==> config.mk <==
export PLATFORM = sky130hd
export DESIGN_NAME = psc_ctrl
export DESIGN_NICKNAME = d
export VERILOG_FILES = /design/src/inc/psc_pkg.sv /design/src/psc_sync.sv /design/src/psc_ctrl.sv
export SDC_FILE = /design/constraint.sdc
export NUM_CORES = 1
export LEC_CHECK = 0
export BUFFER_PORTS_ARGS = -buffer_cell sky130_fd_sc_hd__buf_2
export CAP_MARGIN = 10
export CELL_PAD_IN_SITES_DETAIL_PLACEMENT = 2
export CELL_PAD_IN_SITES_GLOBAL_PLACEMENT = 2
export CORE_MARGIN = 3
export CORE_UTILIZATION = 31
export DETAILED_ROUTE_END_ITERATION = 12
export PLACE_DENSITY = 0.76
export REMOVE_ABC_BUFFERS = 1
export SLEW_MARGIN = 20
export SYNTH_ARGS = -nofsm -noshare
export SYNTH_HDL_FRONTEND = slang
export SYNTH_SLANG_ARGS = --single-unit
==> constraint.sdc <==
create_clock -name clk_i -period 5.7 [get_ports clk_i]
set_input_delay 0.57 -clock clk_i [delete_from_list [all_inputs] [get_ports clk_i]]
set_output_delay 0.57 -clock clk_i [all_outputs]
set_load 0.02 [all_outputs]
==> src/inc/psc_pkg.sv <==
// Purpose: shared constants of the load-switch host controller
// Assumes: 100 MHz clock, 32-bit classic wishbone register port
// Notes: register offsets are byte addresses, one aligned word each
//
// Function
// [RULE1] device flags overvoltage, reverse, thermal, short, overcurrent
// [RULE2] alert line falls after 7ms persistent fault
// [RULE3] alert low, switch off until fault ends
// [RULE4] swap control armed by any swap-pin rising edge
// [RULE5] pulse over 600us: switch on within 60us
// [RULE6] output reaches 90% of input by 60us
// [RULE7] after swap turn-on enable rising edges ignored
// [RULE8] after swap enable falling edge turns device off
// [RULE9] restart needs rising edge on enable or swap
// [RULE10] both discharge pins low: no discharge
// [RULE11] output discharged while output discharge pin high
// [RULE12] input discharged while input discharge pin high
// [RULE13] both pins high: both ports discharged
// [RULE14] reverse voltage turns switch off, recovery on
// [RULE15] overcurrent acts only after 2us above limit
// [RULE16] reverse at pulse end: on once reverse clears
// [RULE17] pulse not over minimum width: no turn-on
package psc_pkg;
	// register byte offsets
	localparam logic [7:0] REG_CTRL = 8'h00;
	localparam logic [7:0] REG_STATUS = 8'h04;
	localparam logic [7:0] REG_IRQ_STAT = 8'h08;
	localparam logic [7:0] REG_IRQ_MASK = 8'h0C;
	localparam logic [7:0] REG_SWAP_US = 8'h10;
	// control field positions
	localparam int CTRL_EN = 0;
	localparam int CTRL_DISC_IN = 1;
	localparam int CTRL_DISC_OUT = 2;
	localparam int CTRL_SWAP_GO = 3;
	localparam int CTRL_SWAP_OFF = 4;
	// status field positions
	localparam int STAT_FAULT = 0;
	localparam int STAT_SWAPPED = 1;
	localparam int STAT_BUSY = 2;
	// interrupt field positions
	localparam int IRQ_FAULT_SET = 0;
	localparam int IRQ_FAULT_CLR = 1;
	localparam int IRQ_SWAP_DONE = 2;
	localparam int IRQ_BITS = 3;
	// reset values
	localparam logic [2:0] CTRL_RST = 3'h0;
	localparam logic [IRQ_BITS-1:0] IRQ_MASK_RST = 3'h0;
	// timing
	localparam int CLK_NS = 10;
	localparam int US_NS = 1000;
	localparam int TICK_CYC = US_NS / CLK_NS; // cycles per microsecond
	localparam int SWAP_MIN_US = 600; // device minimum pulse width
	localparam int SWAP_DEF_US = 700; // default pulse, clear of the minimum
	localparam int EN_EDGE_NS = 1000; // least hold of enable around an edge
	localparam int EN_EDGE_CYC = (EN_EDGE_NS + CLK_NS - 1) / CLK_NS;
	localparam int SWAP_US_W = 16;
	localparam int CNT_W = 24;
endpackage

==> src/psc_sync.sv <==
// Purpose: two flip-flop level synchroniser for pin inputs
// Assumes: input changes slowly against clk_i
// Notes: first stage is read only by the second stage
`timescale 1ns/1ps
`default_nettype none
module psc_sync #(
	parameter int W = 1,
	parameter logic [W-1:0] RST_VAL = '0
) (
	input wire logic clk_i, // system clock
	input wire logic rst_i, // synchronous reset, high
	input wire logic [W-1:0] d_i, // asynchronous level
	output logic [W-1:0] q_o // synchronised level
);
	logic [W-1:0] meta_q; // first stage, may go metastable
	// both stages take the reset value so no glitch leaves at release
	always_ff @(posedge clk_i) begin
		if (rst_i) begin
			meta_q <= RST_VAL;
			q_o <= RST_VAL;
		end else begin
			meta_q <= d_i;
			q_o <= meta_q;
		end
	end
endmodule // psc_sync
`default_nettype wire

==> src/psc_ctrl.sv <==
// Purpose: host controller driving a load switch's enable, swap and discharge pins
// Assumes: classic wishbone slave, one clock, fault_alert_n from an outside pin
// Notes: turning off after a role swap always ends in an enable falling edge
`timescale 1ns/1ps
`default_nettype none
module psc_ctrl
	import psc_pkg::*;
#(
	parameter int TICK = TICK_CYC, // cycles per microsecond, shorten in simulation
	parameter logic [SWAP_US_W-1:0] SWAP_US_RST = SWAP_US_W'(SWAP_DEF_US)
) (
	input wire logic clk_i, // 100 MHz clock
	input wire logic rst_i, // synchronous reset, high
	input wire logic wb_cyc_i, // bus cycle
	input wire logic wb_stb_i, // bus strobe
	input wire logic wb_we_i, // write enable
	input wire logic [7:0] wb_adr_i, // byte address
	input wire logic [3:0] wb_sel_i, // byte lanes
	input wire logic [31:0] wb_dat_i, // write data
	output logic [31:0] wb_dat_o, // read data
	output logic wb_ack_o, // acknowledge
	output logic irq_o, // level interrupt
	input wire logic fault_alert_n, // device fault line, low active
	output logic en_o, // device enable pin
	output logic role_swap_pulse_pin, // swap pulse to device
	output logic input_discharge_ctl, // input port discharge pin
	output logic output_discharge_ctl // output port discharge pin
);
	typedef enum logic [2:0] {ST_IDLE, ST_PULSE, ST_SWAPPED, ST_RAISE, ST_DROP} psc_state_t;

	// bus decode
	logic req; // live request
	logic wr_now; // write takes effect on this edge
	logic [31:0] wmask; // byte lanes as a bit mask
	logic [31:0] wdat; // masked write data
	logic [31:0] rd_d; // read mux
	logic ack_d;
	assign req = wb_cyc_i & wb_stb_i;
	assign wr_now = req & wb_we_i & wb_ack_o;
	assign wmask = {{8{wb_sel_i[3]}}, {8{wb_sel_i[2]}}, {8{wb_sel_i[1]}}, {8{wb_sel_i[0]}}};
	assign wdat = wb_dat_i & wmask;

	// fault line crossing
	logic alert_n_s; // synchronised alert level
	psc_sync #(.W(1), .RST_VAL(1'b1)) u_alert_sync (
		.clk_i(clk_i),
		.rst_i(rst_i),
		.d_i(fault_alert_n),
		.q_o(alert_n_s)
	);
	logic fault_q, fault_d; // last sampled fault level

	// state
	psc_state_t st_q, st_d;
	logic [CNT_W-1:0] cnt_q, cnt_d; // phase timer
	logic [CNT_W-1:0] pulse_cyc; // pulse length in cycles
	logic en_d, swap_d, din_d, dout_d;
	logic [SWAP_US_W-1:0] swap_us_q, swap_us_d; // pulse width in microseconds
	logic [IRQ_BITS-1:0] ist_q, ist_d, imask_q, imask_d;
	logic irq_d;
	logic [31:0] rd_q;
	logic wr_ctrl; // write to control this edge
	logic go_cmd, off_cmd; // one-shot commands
	logic [IRQ_BITS-1:0] ev; // hardware events

	assign pulse_cyc = CNT_W'(swap_us_q) * CNT_W'(TICK);
	assign wr_ctrl = wr_now & (wb_adr_i == REG_CTRL) & wb_sel_i[0];
	assign go_cmd = wr_ctrl & wb_dat_i[CTRL_SWAP_GO];
	assign off_cmd = wr_ctrl & wb_dat_i[CTRL_SWAP_OFF];

	// read mux, sampled with the acknowledge; unmapped reads give zero
	always_comb begin
		rd_d = 32'h0;
		unique case (wb_adr_i)
			REG_CTRL: begin
				rd_d[CTRL_EN] = en_o;
				rd_d[CTRL_DISC_IN] = input_discharge_ctl;
				rd_d[CTRL_DISC_OUT] = output_discharge_ctl;
			end
			REG_STATUS: begin
				rd_d[STAT_FAULT] = fault_q;
				rd_d[STAT_SWAPPED] = (st_q == ST_SWAPPED);
				rd_d[STAT_BUSY] = (st_q == ST_PULSE) | (st_q == ST_RAISE) | (st_q == ST_DROP);
			end
			REG_IRQ_STAT: rd_d[IRQ_BITS-1:0] = ist_q;
			REG_IRQ_MASK: rd_d[IRQ_BITS-1:0] = imask_q;
			REG_SWAP_US: rd_d[SWAP_US_W-1:0] = swap_us_q;
			default: rd_d = 32'h0;
		endcase
		// ack in the cycle after the request, dropped right after
		ack_d = req & ~wb_ack_o;
	end

	// sequencer and pin levels
	always_comb begin
		st_d = st_q;
		cnt_d = cnt_q;
		en_d = en_o;
		swap_d = role_swap_pulse_pin;
		din_d = input_discharge_ctl;
		dout_d = output_discharge_ctl;
		swap_us_d = swap_us_q;
		// discharge pins hold whatever software last wrote
		if (wr_ctrl) begin
			din_d = wb_dat_i[CTRL_DISC_IN]; // [RULE12]
			dout_d = wb_dat_i[CTRL_DISC_OUT]; // [RULE11]
		end
		if (wr_now & (wb_adr_i == REG_SWAP_US)) begin
			swap_us_d = (swap_us_q & ~wmask[SWAP_US_W-1:0]) | wdat[SWAP_US_W-1:0];
		end
		unique case (st_q)
			ST_IDLE: begin
				// a plain enable write gives the restart edge
				if (wr_ctrl) begin
					en_d = wb_dat_i[CTRL_EN]; // [RULE9]
				end
				if (go_cmd) begin
					// rising edge arms the device's swap logic
					swap_d = 1'b1; // [RULE4]
					cnt_d = '0;
					st_d = ST_PULSE;
				end
			end
			ST_PULSE: begin
				// width below the minimum is allowed, the device ignores it
				if (cnt_q + CNT_W'(1) >= pulse_cyc) begin
					swap_d = 1'b0;
					st_d = ST_SWAPPED;
				end else begin
					cnt_d = cnt_q + CNT_W'(1);
				end
			end
			ST_SWAPPED: begin
				// enable writes are ignored; only an off command leaves
				if (off_cmd) begin
					cnt_d = '0;
					if (en_o) begin
						en_d = 1'b0; // [RULE8]
						st_d = ST_DROP;
					end else begin
						// device ignores this rise, it only sets up the fall
						en_d = 1'b1;
						st_d = ST_RAISE;
					end
				end
			end
			ST_RAISE: begin
				if (cnt_q + CNT_W'(1) >= CNT_W'(EN_EDGE_CYC)) begin
					en_d = 1'b0; // [RULE8]
					cnt_d = '0;
					st_d = ST_DROP;
				end else begin
					cnt_d = cnt_q + CNT_W'(1);
				end
			end
			ST_DROP: begin
				// keep enable low long enough before a restart edge
				if (cnt_q + CNT_W'(1) >= CNT_W'(EN_EDGE_CYC)) begin
					st_d = ST_IDLE;
				end else begin
					cnt_d = cnt_q + CNT_W'(1);
				end
			end
		endcase
	end

	// events and interrupt; a set in the clearing cycle wins
	always_comb begin
		fault_d = ~alert_n_s;
		ev = '0;
		ev[IRQ_FAULT_SET] = fault_d & ~fault_q;
		ev[IRQ_FAULT_CLR] = ~fault_d & fault_q;
		ev[IRQ_SWAP_DONE] = (st_q == ST_PULSE) & (st_d == ST_SWAPPED);
		ist_d = ist_q;
		imask_d = imask_q;
		if (wr_now & (wb_adr_i == REG_IRQ_STAT)) begin
			ist_d = ist_q & ~wdat[IRQ_BITS-1:0];
		end
		if (wr_now & (wb_adr_i == REG_IRQ_MASK)) begin
			imask_d = (imask_q & ~wmask[IRQ_BITS-1:0]) | wdat[IRQ_BITS-1:0];
		end
		ist_d = ist_d | ev;
		irq_d = |(ist_d & imask_d);
	end

	// registers only
	always_ff @(posedge clk_i) begin
		if (rst_i) begin
			st_q <= ST_IDLE;
			cnt_q <= '0;
			en_o <= CTRL_RST[CTRL_EN];
			role_swap_pulse_pin <= 1'b0;
			input_discharge_ctl <= CTRL_RST[CTRL_DISC_IN];
			output_discharge_ctl <= CTRL_RST[CTRL_DISC_OUT];
			swap_us_q <= SWAP_US_RST;
			fault_q <= 1'b0;
			ist_q <= '0;
			imask_q <= IRQ_MASK_RST;
			irq_o <= 1'b0;
			wb_ack_o <= 1'b0;
			rd_q <= 32'h0;
		end else begin
			st_q <= st_d;
			cnt_q <= cnt_d;
			en_o <= en_d;
			role_swap_pulse_pin <= swap_d;
			input_discharge_ctl <= din_d;
			output_discharge_ctl <= dout_d;
			swap_us_q <= swap_us_d;
			fault_q <= fault_d;
			ist_q <= ist_d;
			imask_q <= imask_d;
			irq_o <= irq_d;
			wb_ack_o <= ack_d;
			rd_q <= rd_d;
		end
	end
	assign wb_dat_o = rd_q;

	logic [CNT_W-1:0] hi_cnt_q; // swap pin high time seen by the checks
	always_ff @(posedge clk_i) begin
		if (rst_i) begin
			hi_cnt_q <= '0;
		end else begin
			hi_cnt_q <= role_swap_pulse_pin ? hi_cnt_q + CNT_W'(1) : '0;
		end
	end
endmodule // psc_ctrl
`default_nettype wire

==> impl_metrics.tcl, run 1 <==
set metrics [dict create \
    status "complete, no violations" \
    core_area_um2 18300 \
    setup_viol 0 \
    critPathArrivalTime_ns 5.78 \
    internal_power_mw 1.11 \
    period_share 0.977 \
    synth-seq-area-share 0.251 \
    cp.required_ns 5.92 \
    fin_tns_setup_ns 0 \
    p_per_area_nw_per_um2 247 \
    synth.mux.area_fraction 0.0398 \
    ant_nets 0 \
    synth_top_family_by_area "simple AND/OR/NAND/NOR gates" \
    r2r_slack_ns 0.13 \
    multi_input_area_um2 4290 \
    routed_wl_um 22400 \
    cp-start-kind "flip-flop" \
    drive_gt1_frac 0.224 \
    clk_latency_ns 0.36 \
    dpl_worst_slack_ns -0.0402 \
    grt.busiest_layer "met2" \
    period_needed_ns 5.57 \
    fin_cells 1025 \
    gr-usage-all-layers 0.191 \
    die_h_um 144 \
    drt_iter0_drc 275 \
    crit_fanout 6 \
    slew_headroom 0.456 \
    pwr-share-clk 0.349 \
    final_area_um2 7260 \
    use_met2 0.343 \
    drc 0 \
    ys.flop_type "dfxtp_1" \
    ioPinCount 88 \
    yosys.area.top_type "dfxtp_1" \
    synth_compound_area_frac 0.154 \
    swShare 0.379 \
    met1_usage 0.230 \
    synthTopCellsByArea "dfxtp_1 (25%), ha_1 (16%), inv_1 (4.3%), nand2_1 (4.0%), a21oi_1 (3.9%)" \
    synth_common_cells "ha_1 (76), dfxtp_1 (74), inv_1 (68), nand2_1 (63), nor2_1 (51)" \
    cts_buffer_depth 2 \
    routedWlPerCell_um 21.8 \
    seq_area_um2 1500 \
    nFillCells 2051 \
    htreeDepth 3 \
    dpl_cell_area_um2 6510 \
    tightestPinTransition_ns 0.810 \
    synth-seq-cells 74 \
    switchingPower_uw 679 \
    synthSimpleGateAreaFrac 0.209 \
    viasPerCell 5.48 \
    drv_cap 0 \
    seq_power_share 0.316 \
    finClkSkew_ns 0.00897 \
    grt_pass1_wl_um 31300 \
    rows 49 \
    fmax_mhz 180 \
    synth.distinct_cells 66 \
    drt_pass1_iterations 4 \
    endpoint_kind "flip-flop" \
    avgSynthCellArea_um2 8.14 \
    cts-root-buf "clkbuf_16" \
    path_clk_slew_ns 0.07 \
    finalHoldViolCount 0 \
    fin_ws_ns 0.132 \
    pwr-share-comb 0.335 \
    grtUsageMet3 0.0377 \
    syn2layout_area_growth_pct 22.8 \
    place.gp.congestion 0.837 \
    hpwl_um 14500 \
    irDropWorstVdd_mv 0.152 \
    synth_top_cell_area_share 0.251 \
    yosys.cell_count.top_type "ha_1" \
    synthCells 726 \
    portBuffers 53 \
    cts_buffers 9 \
    num_vias 5619 \
    utilization 0.396 \
    synth_edf_count 0 \
    grt-ovfl-total 0 \
    die_x_um 144 \
    fp.dieArea_um2 20800 \
    cts_tree "yes" \
    final_nets 928 \
    synthArstFlopShare 0 \
    hold_path_class "input port to flip-flop" \
    ys.warnings.count 0 \
    antennaDiodeCount 0 \
    antenna_found_initial 0 \
    yosys.area_share.adder 0.198 \
    dp.cells 1002 \
    start_util 0.323 \
    clock_sinks 74 \
    grt_max_degree 57 \
    critPathKind "flip-flop to flip-flop" \
    slew_viol_final 0 \
    p_leak_nw 3.31 \
    synth_xor_area_frac 0.0578 \
    syn-cell-area_um2 5910 \
    grt_pass1_vias 5983 \
]
[routing by layer]
layer / vias to the layer above / routed length [µm]
li1: 2648 / -
met1: 2821 / 9300
met2: 116 / 11800
met3: 34 / 729
met4: 0 / 506
met5: - / 0
[logic make-up after synthesis]
| logic type | after synthesis |
|---|---|
| buffers and inverters | 122 |
| AND/OR/NAND/NOR | 242 |
| multiplexers | 23 |
| XOR/XNOR | 39 |
| adder cells (fa/ha/maj) | 87 |
| flip-flops | 74 |
| other | 1 |
| AO/OA/AOI/OAI | 138 |
[power groups by stage]
| stage | registers (mW) | logic (mW) | clock network [mW] |
|---|---|---|---|
| finish | 0.566 | 0.600 | 0.625 |
| global route | 0.571 | 0.644 | 0.660 |
| CTS | 0.568 | 0.506 | 0.635 |
| detailed placement | 0.579 | 0.496 | 0 |
| global placement | 0.578 | 0.468 | 0 |
| floorplan | 0.571 | 0.264 | 0 |
[layout by cell type (no fill, tap or decap), drive strengths merged, types with 22 or more instances in the layout]
cell type  synthesis  layout
nand2             63      63
nand3             22      22
a21oi             46      46
xnor2             22      22
ha                76      76
inv               68      73
buf               25      91
dfxtp             74      74
and3              26      26
nor2              52      52
[final timing paths]
kind / start / endpoint / cells past startpoint
max: flip-flop / cnt_q[4] / 26
min: fault_alert_n / u_alert_sync.meta_q / 2
max reg2reg: flip-flop / cnt_q[4] / 26
min reg2reg: u_alert_sync.meta_q / u_alert_sync.q_o / 1
[metrics by stage]
step                hold WS (ns)  power [mW]
global placement           0.394        1.05
CTS                        0.386        1.71
detailed placement         0.414        1.07
floorplan                  0.389       0.835
global route               0.389        1.87
finish                     0.394        1.79
[timing repair]
| action | 4_1_cts | 5_1_grt |
|---|---|---|
| gates cloned | 0 | 2 |
| gates resized for setup | 4 | 62 |
| endpoints found under the setup margin | 22 | 25 |
| hold buffers | 0 | 0 |
| pin swaps | 3 | 30 |
| setup buffers | 0 | 5 |
[worst max-delay path: stages, from the launching register on]
cell and delay [ns]:
dfxtp_4 0.37, ha_4 0.24, ha_1 0.29, inv_1 0.07, fa_1 0.50, inv_2 0.05
ha_4 0.23, and2_4 0.17, a31oi_1 0.15, inv_1 0.07, a41o_1 0.23, o41ai_2 0.29
buf_4 0.17, o2111ai_2 0.13, a21oi_2 0.17, xor2_1 0.21, ha_1 0.28, a21o_1 0.17
a21oi_2 0.14, o311ai_1 0.11, buf_4 0.16, o21a_1 0.18, a221o_2 0.40, clkbuf_16 0.20
buf_4 0.13, o211ai_1 0.19, o41ai_1 0.10
[area by class of cell]
type	count	share of cell area
Tap cell	229	0.0395
Timing Repair Buffer	93	0.0849
Inverter	68	0.0351
Multi-Input combinational cell	545	0.591
Clock inverter	7	0.0112
Clock buffer	9	0.0310
Sequential cell	74	0.207
Note: power is estimated with default switching activity, not from simulation.
==> run 2: changes to the inputs <==
Settings changed: MAX_ROUTING_LAYER from default to met4.
==> impl_metrics.tcl, run 2 (synthesized netlist as in run 1, its figures left out) <==
set metrics [dict create \
    nFillCells 2012 \
    crit_family "compound AO/OA/AOI/OAI gates" \
    grt.busiest_layer "met2" \
    dpl_cell_area_um2 6510 \
    die_x_um 144 \
    seq_power_share 0.324 \
    grt_max_degree 40 \
    critPathArrivalTime_ns 5.81 \
    seq_area_um2 1500 \
    p_per_area_nw_per_um2 242 \
    core_area_um2 18300 \
    final_area_um2 7240 \
    antenna_found_initial 0 \
    num_vias 5554 \
    tightestPinTransition_ns 1.08 \
    finClkSkew_ns 0.00759 \
    cts_hold_buf 0 \
    pwr-share-clk 0.346 \
    cts_buffer_depth 2 \
    status "complete, no violations" \
    setup_viol 0 \
    clk_latency_ns 0.35 \
    fp.dieArea_um2 20800 \
    multi_input_area_um2 4280 \
    grt_pass1_vias 6066 \
    routed_wl_um 21500 \
    routedWlPerCell_um 21.0 \
    die_h_um 144 \
    htreeDepth 3 \
    finalHoldViolCount 0 \
    fin_tns_setup_ns 0 \
    cp-start-kind "flip-flop" \
    dp.cells 1002 \
    switchingPower_uw 644 \
    crit_buf_inv 6 \
    drc 0 \
    hpwl_um 14700 \
    irDropWorstVdd_mv 0.149 \
    drv_cap 0 \
    pwr-share-comb 0.329 \
    grt-ovfl-total 0 \
    slew_headroom 0.278 \
    cts_buffers 9 \
    rows 49 \
    critPathKind "flip-flop to flip-flop" \
    gr-usage-all-layers 0.199 \
    cpPeakStageDelay_ns 0.54 \
    crit_top_cell "inv_1" \
    cts-root-buf "clkbuf_16" \
    drt_pass1_iterations 4 \
    grt_pass1_wl_um 31700 \
    portBuffers 53 \
    path_clk_slew_ns 0.07 \
    swShare 0.368 \
    p_leak_nw 3.29 \
    period_share 0.970 \
    fmax_mhz 181 \
    drive_gt1_frac 0.221 \
    grtUsageMet3 0.0208 \
    ioPinCount 88 \
    dpl_worst_slack_ns -0.0104 \
    cts_tree "yes" \
    fin_ws_ns 0.173 \
    crit_fanout 6 \
    start_util 0.323 \
    period_needed_ns 5.53 \
    ant_nets 0 \
    endpoint_kind "flip-flop" \
    final_nets 927 \
    cpMaxStageDelayCell "fa_1" \
    slew_viol_final 0 \
    layout_common_cells "dfxtp_1 (66), inv_1 (63), nand2_1 (63)" \
    place.gp.congestion 0.857 \
    syn2layout_area_growth_pct 22.5 \
    fin_cells 1025 \
    clock_sinks 74 \
    layout_commonest_cell "dfxtp_1" \
    internal_power_mw 1.11 \
    cp.required_ns 5.98 \
    hold_path_class "input port to flip-flop" \
    viasPerCell 5.42 \
    met1_usage 0.235 \
    drt_iter0_drc 205 \
    r2r_slack_ns 0.17 \
    use_met2 0.355 \
]
==> run 2: layout make-up <==
class,instances,area share
Multi-Input combinational cell,545,0.591
Clock inverter,7,0.0112
Antenna cell,1,0.000345
Tap cell,229,0.0396
Clock buffer,9,0.0311
Inverter,68,0.0352
Sequential cell,74,0.207
Timing Repair Buffer,92,0.0841
==> run 2: metrics by stage <==
step	util	total power, mW	hold slack, ns
after floorplan	-	0.835	0.389
after global routing	0.395	1.84	0.401
after CTS	0.373	1.69	0.389
final	0.395	1.75	0.404
after detailed placement	0.355	1.07	0.405
after global placement	0.355	1.04	0.396
==> run 2: what timing repair did <==
item / CTS / global route
buffers inserted: 0 / 5
resized for setup: 2 / 63
setup endpoints to repair: 17 / 25
pin swaps: 1 / 24
cloned: 0 / 2
==> run 2: metal layers <==
metal | vias to the layer above | share of wire
met2 | 97 | 0.53
li1 | 2640 | -
met1 | 2779 | 0.42
met4 | 0 | 0.029
met5 | - | 0
met3 | 38 | 0.021
==> run 2: worst paths after layout <==
kind,start,to,cells after the start
setup / recovery,flip-flop,cnt_q[12],25
setup reg to reg,flip-flop,cnt_q[12],25
hold / removal,fault_alert_n,u_alert_sync.meta_q,2
hold reg to reg,u_alert_sync.meta_q,u_alert_sync.q_o,1
==> run 2: power groups by stage <==
stage | combinational, mW | clock (mW) | sequential [mW]
finish | 0.576 | 0.606 | 0.568
global route | 0.621 | 0.643 | 0.572
CTS | 0.497 | 0.621 | 0.569
detailed placement | 0.494 | 0 | 0.580
global placement | 0.466 | 0 | 0.579
floorplan | 0.264 | 0 | 0.571
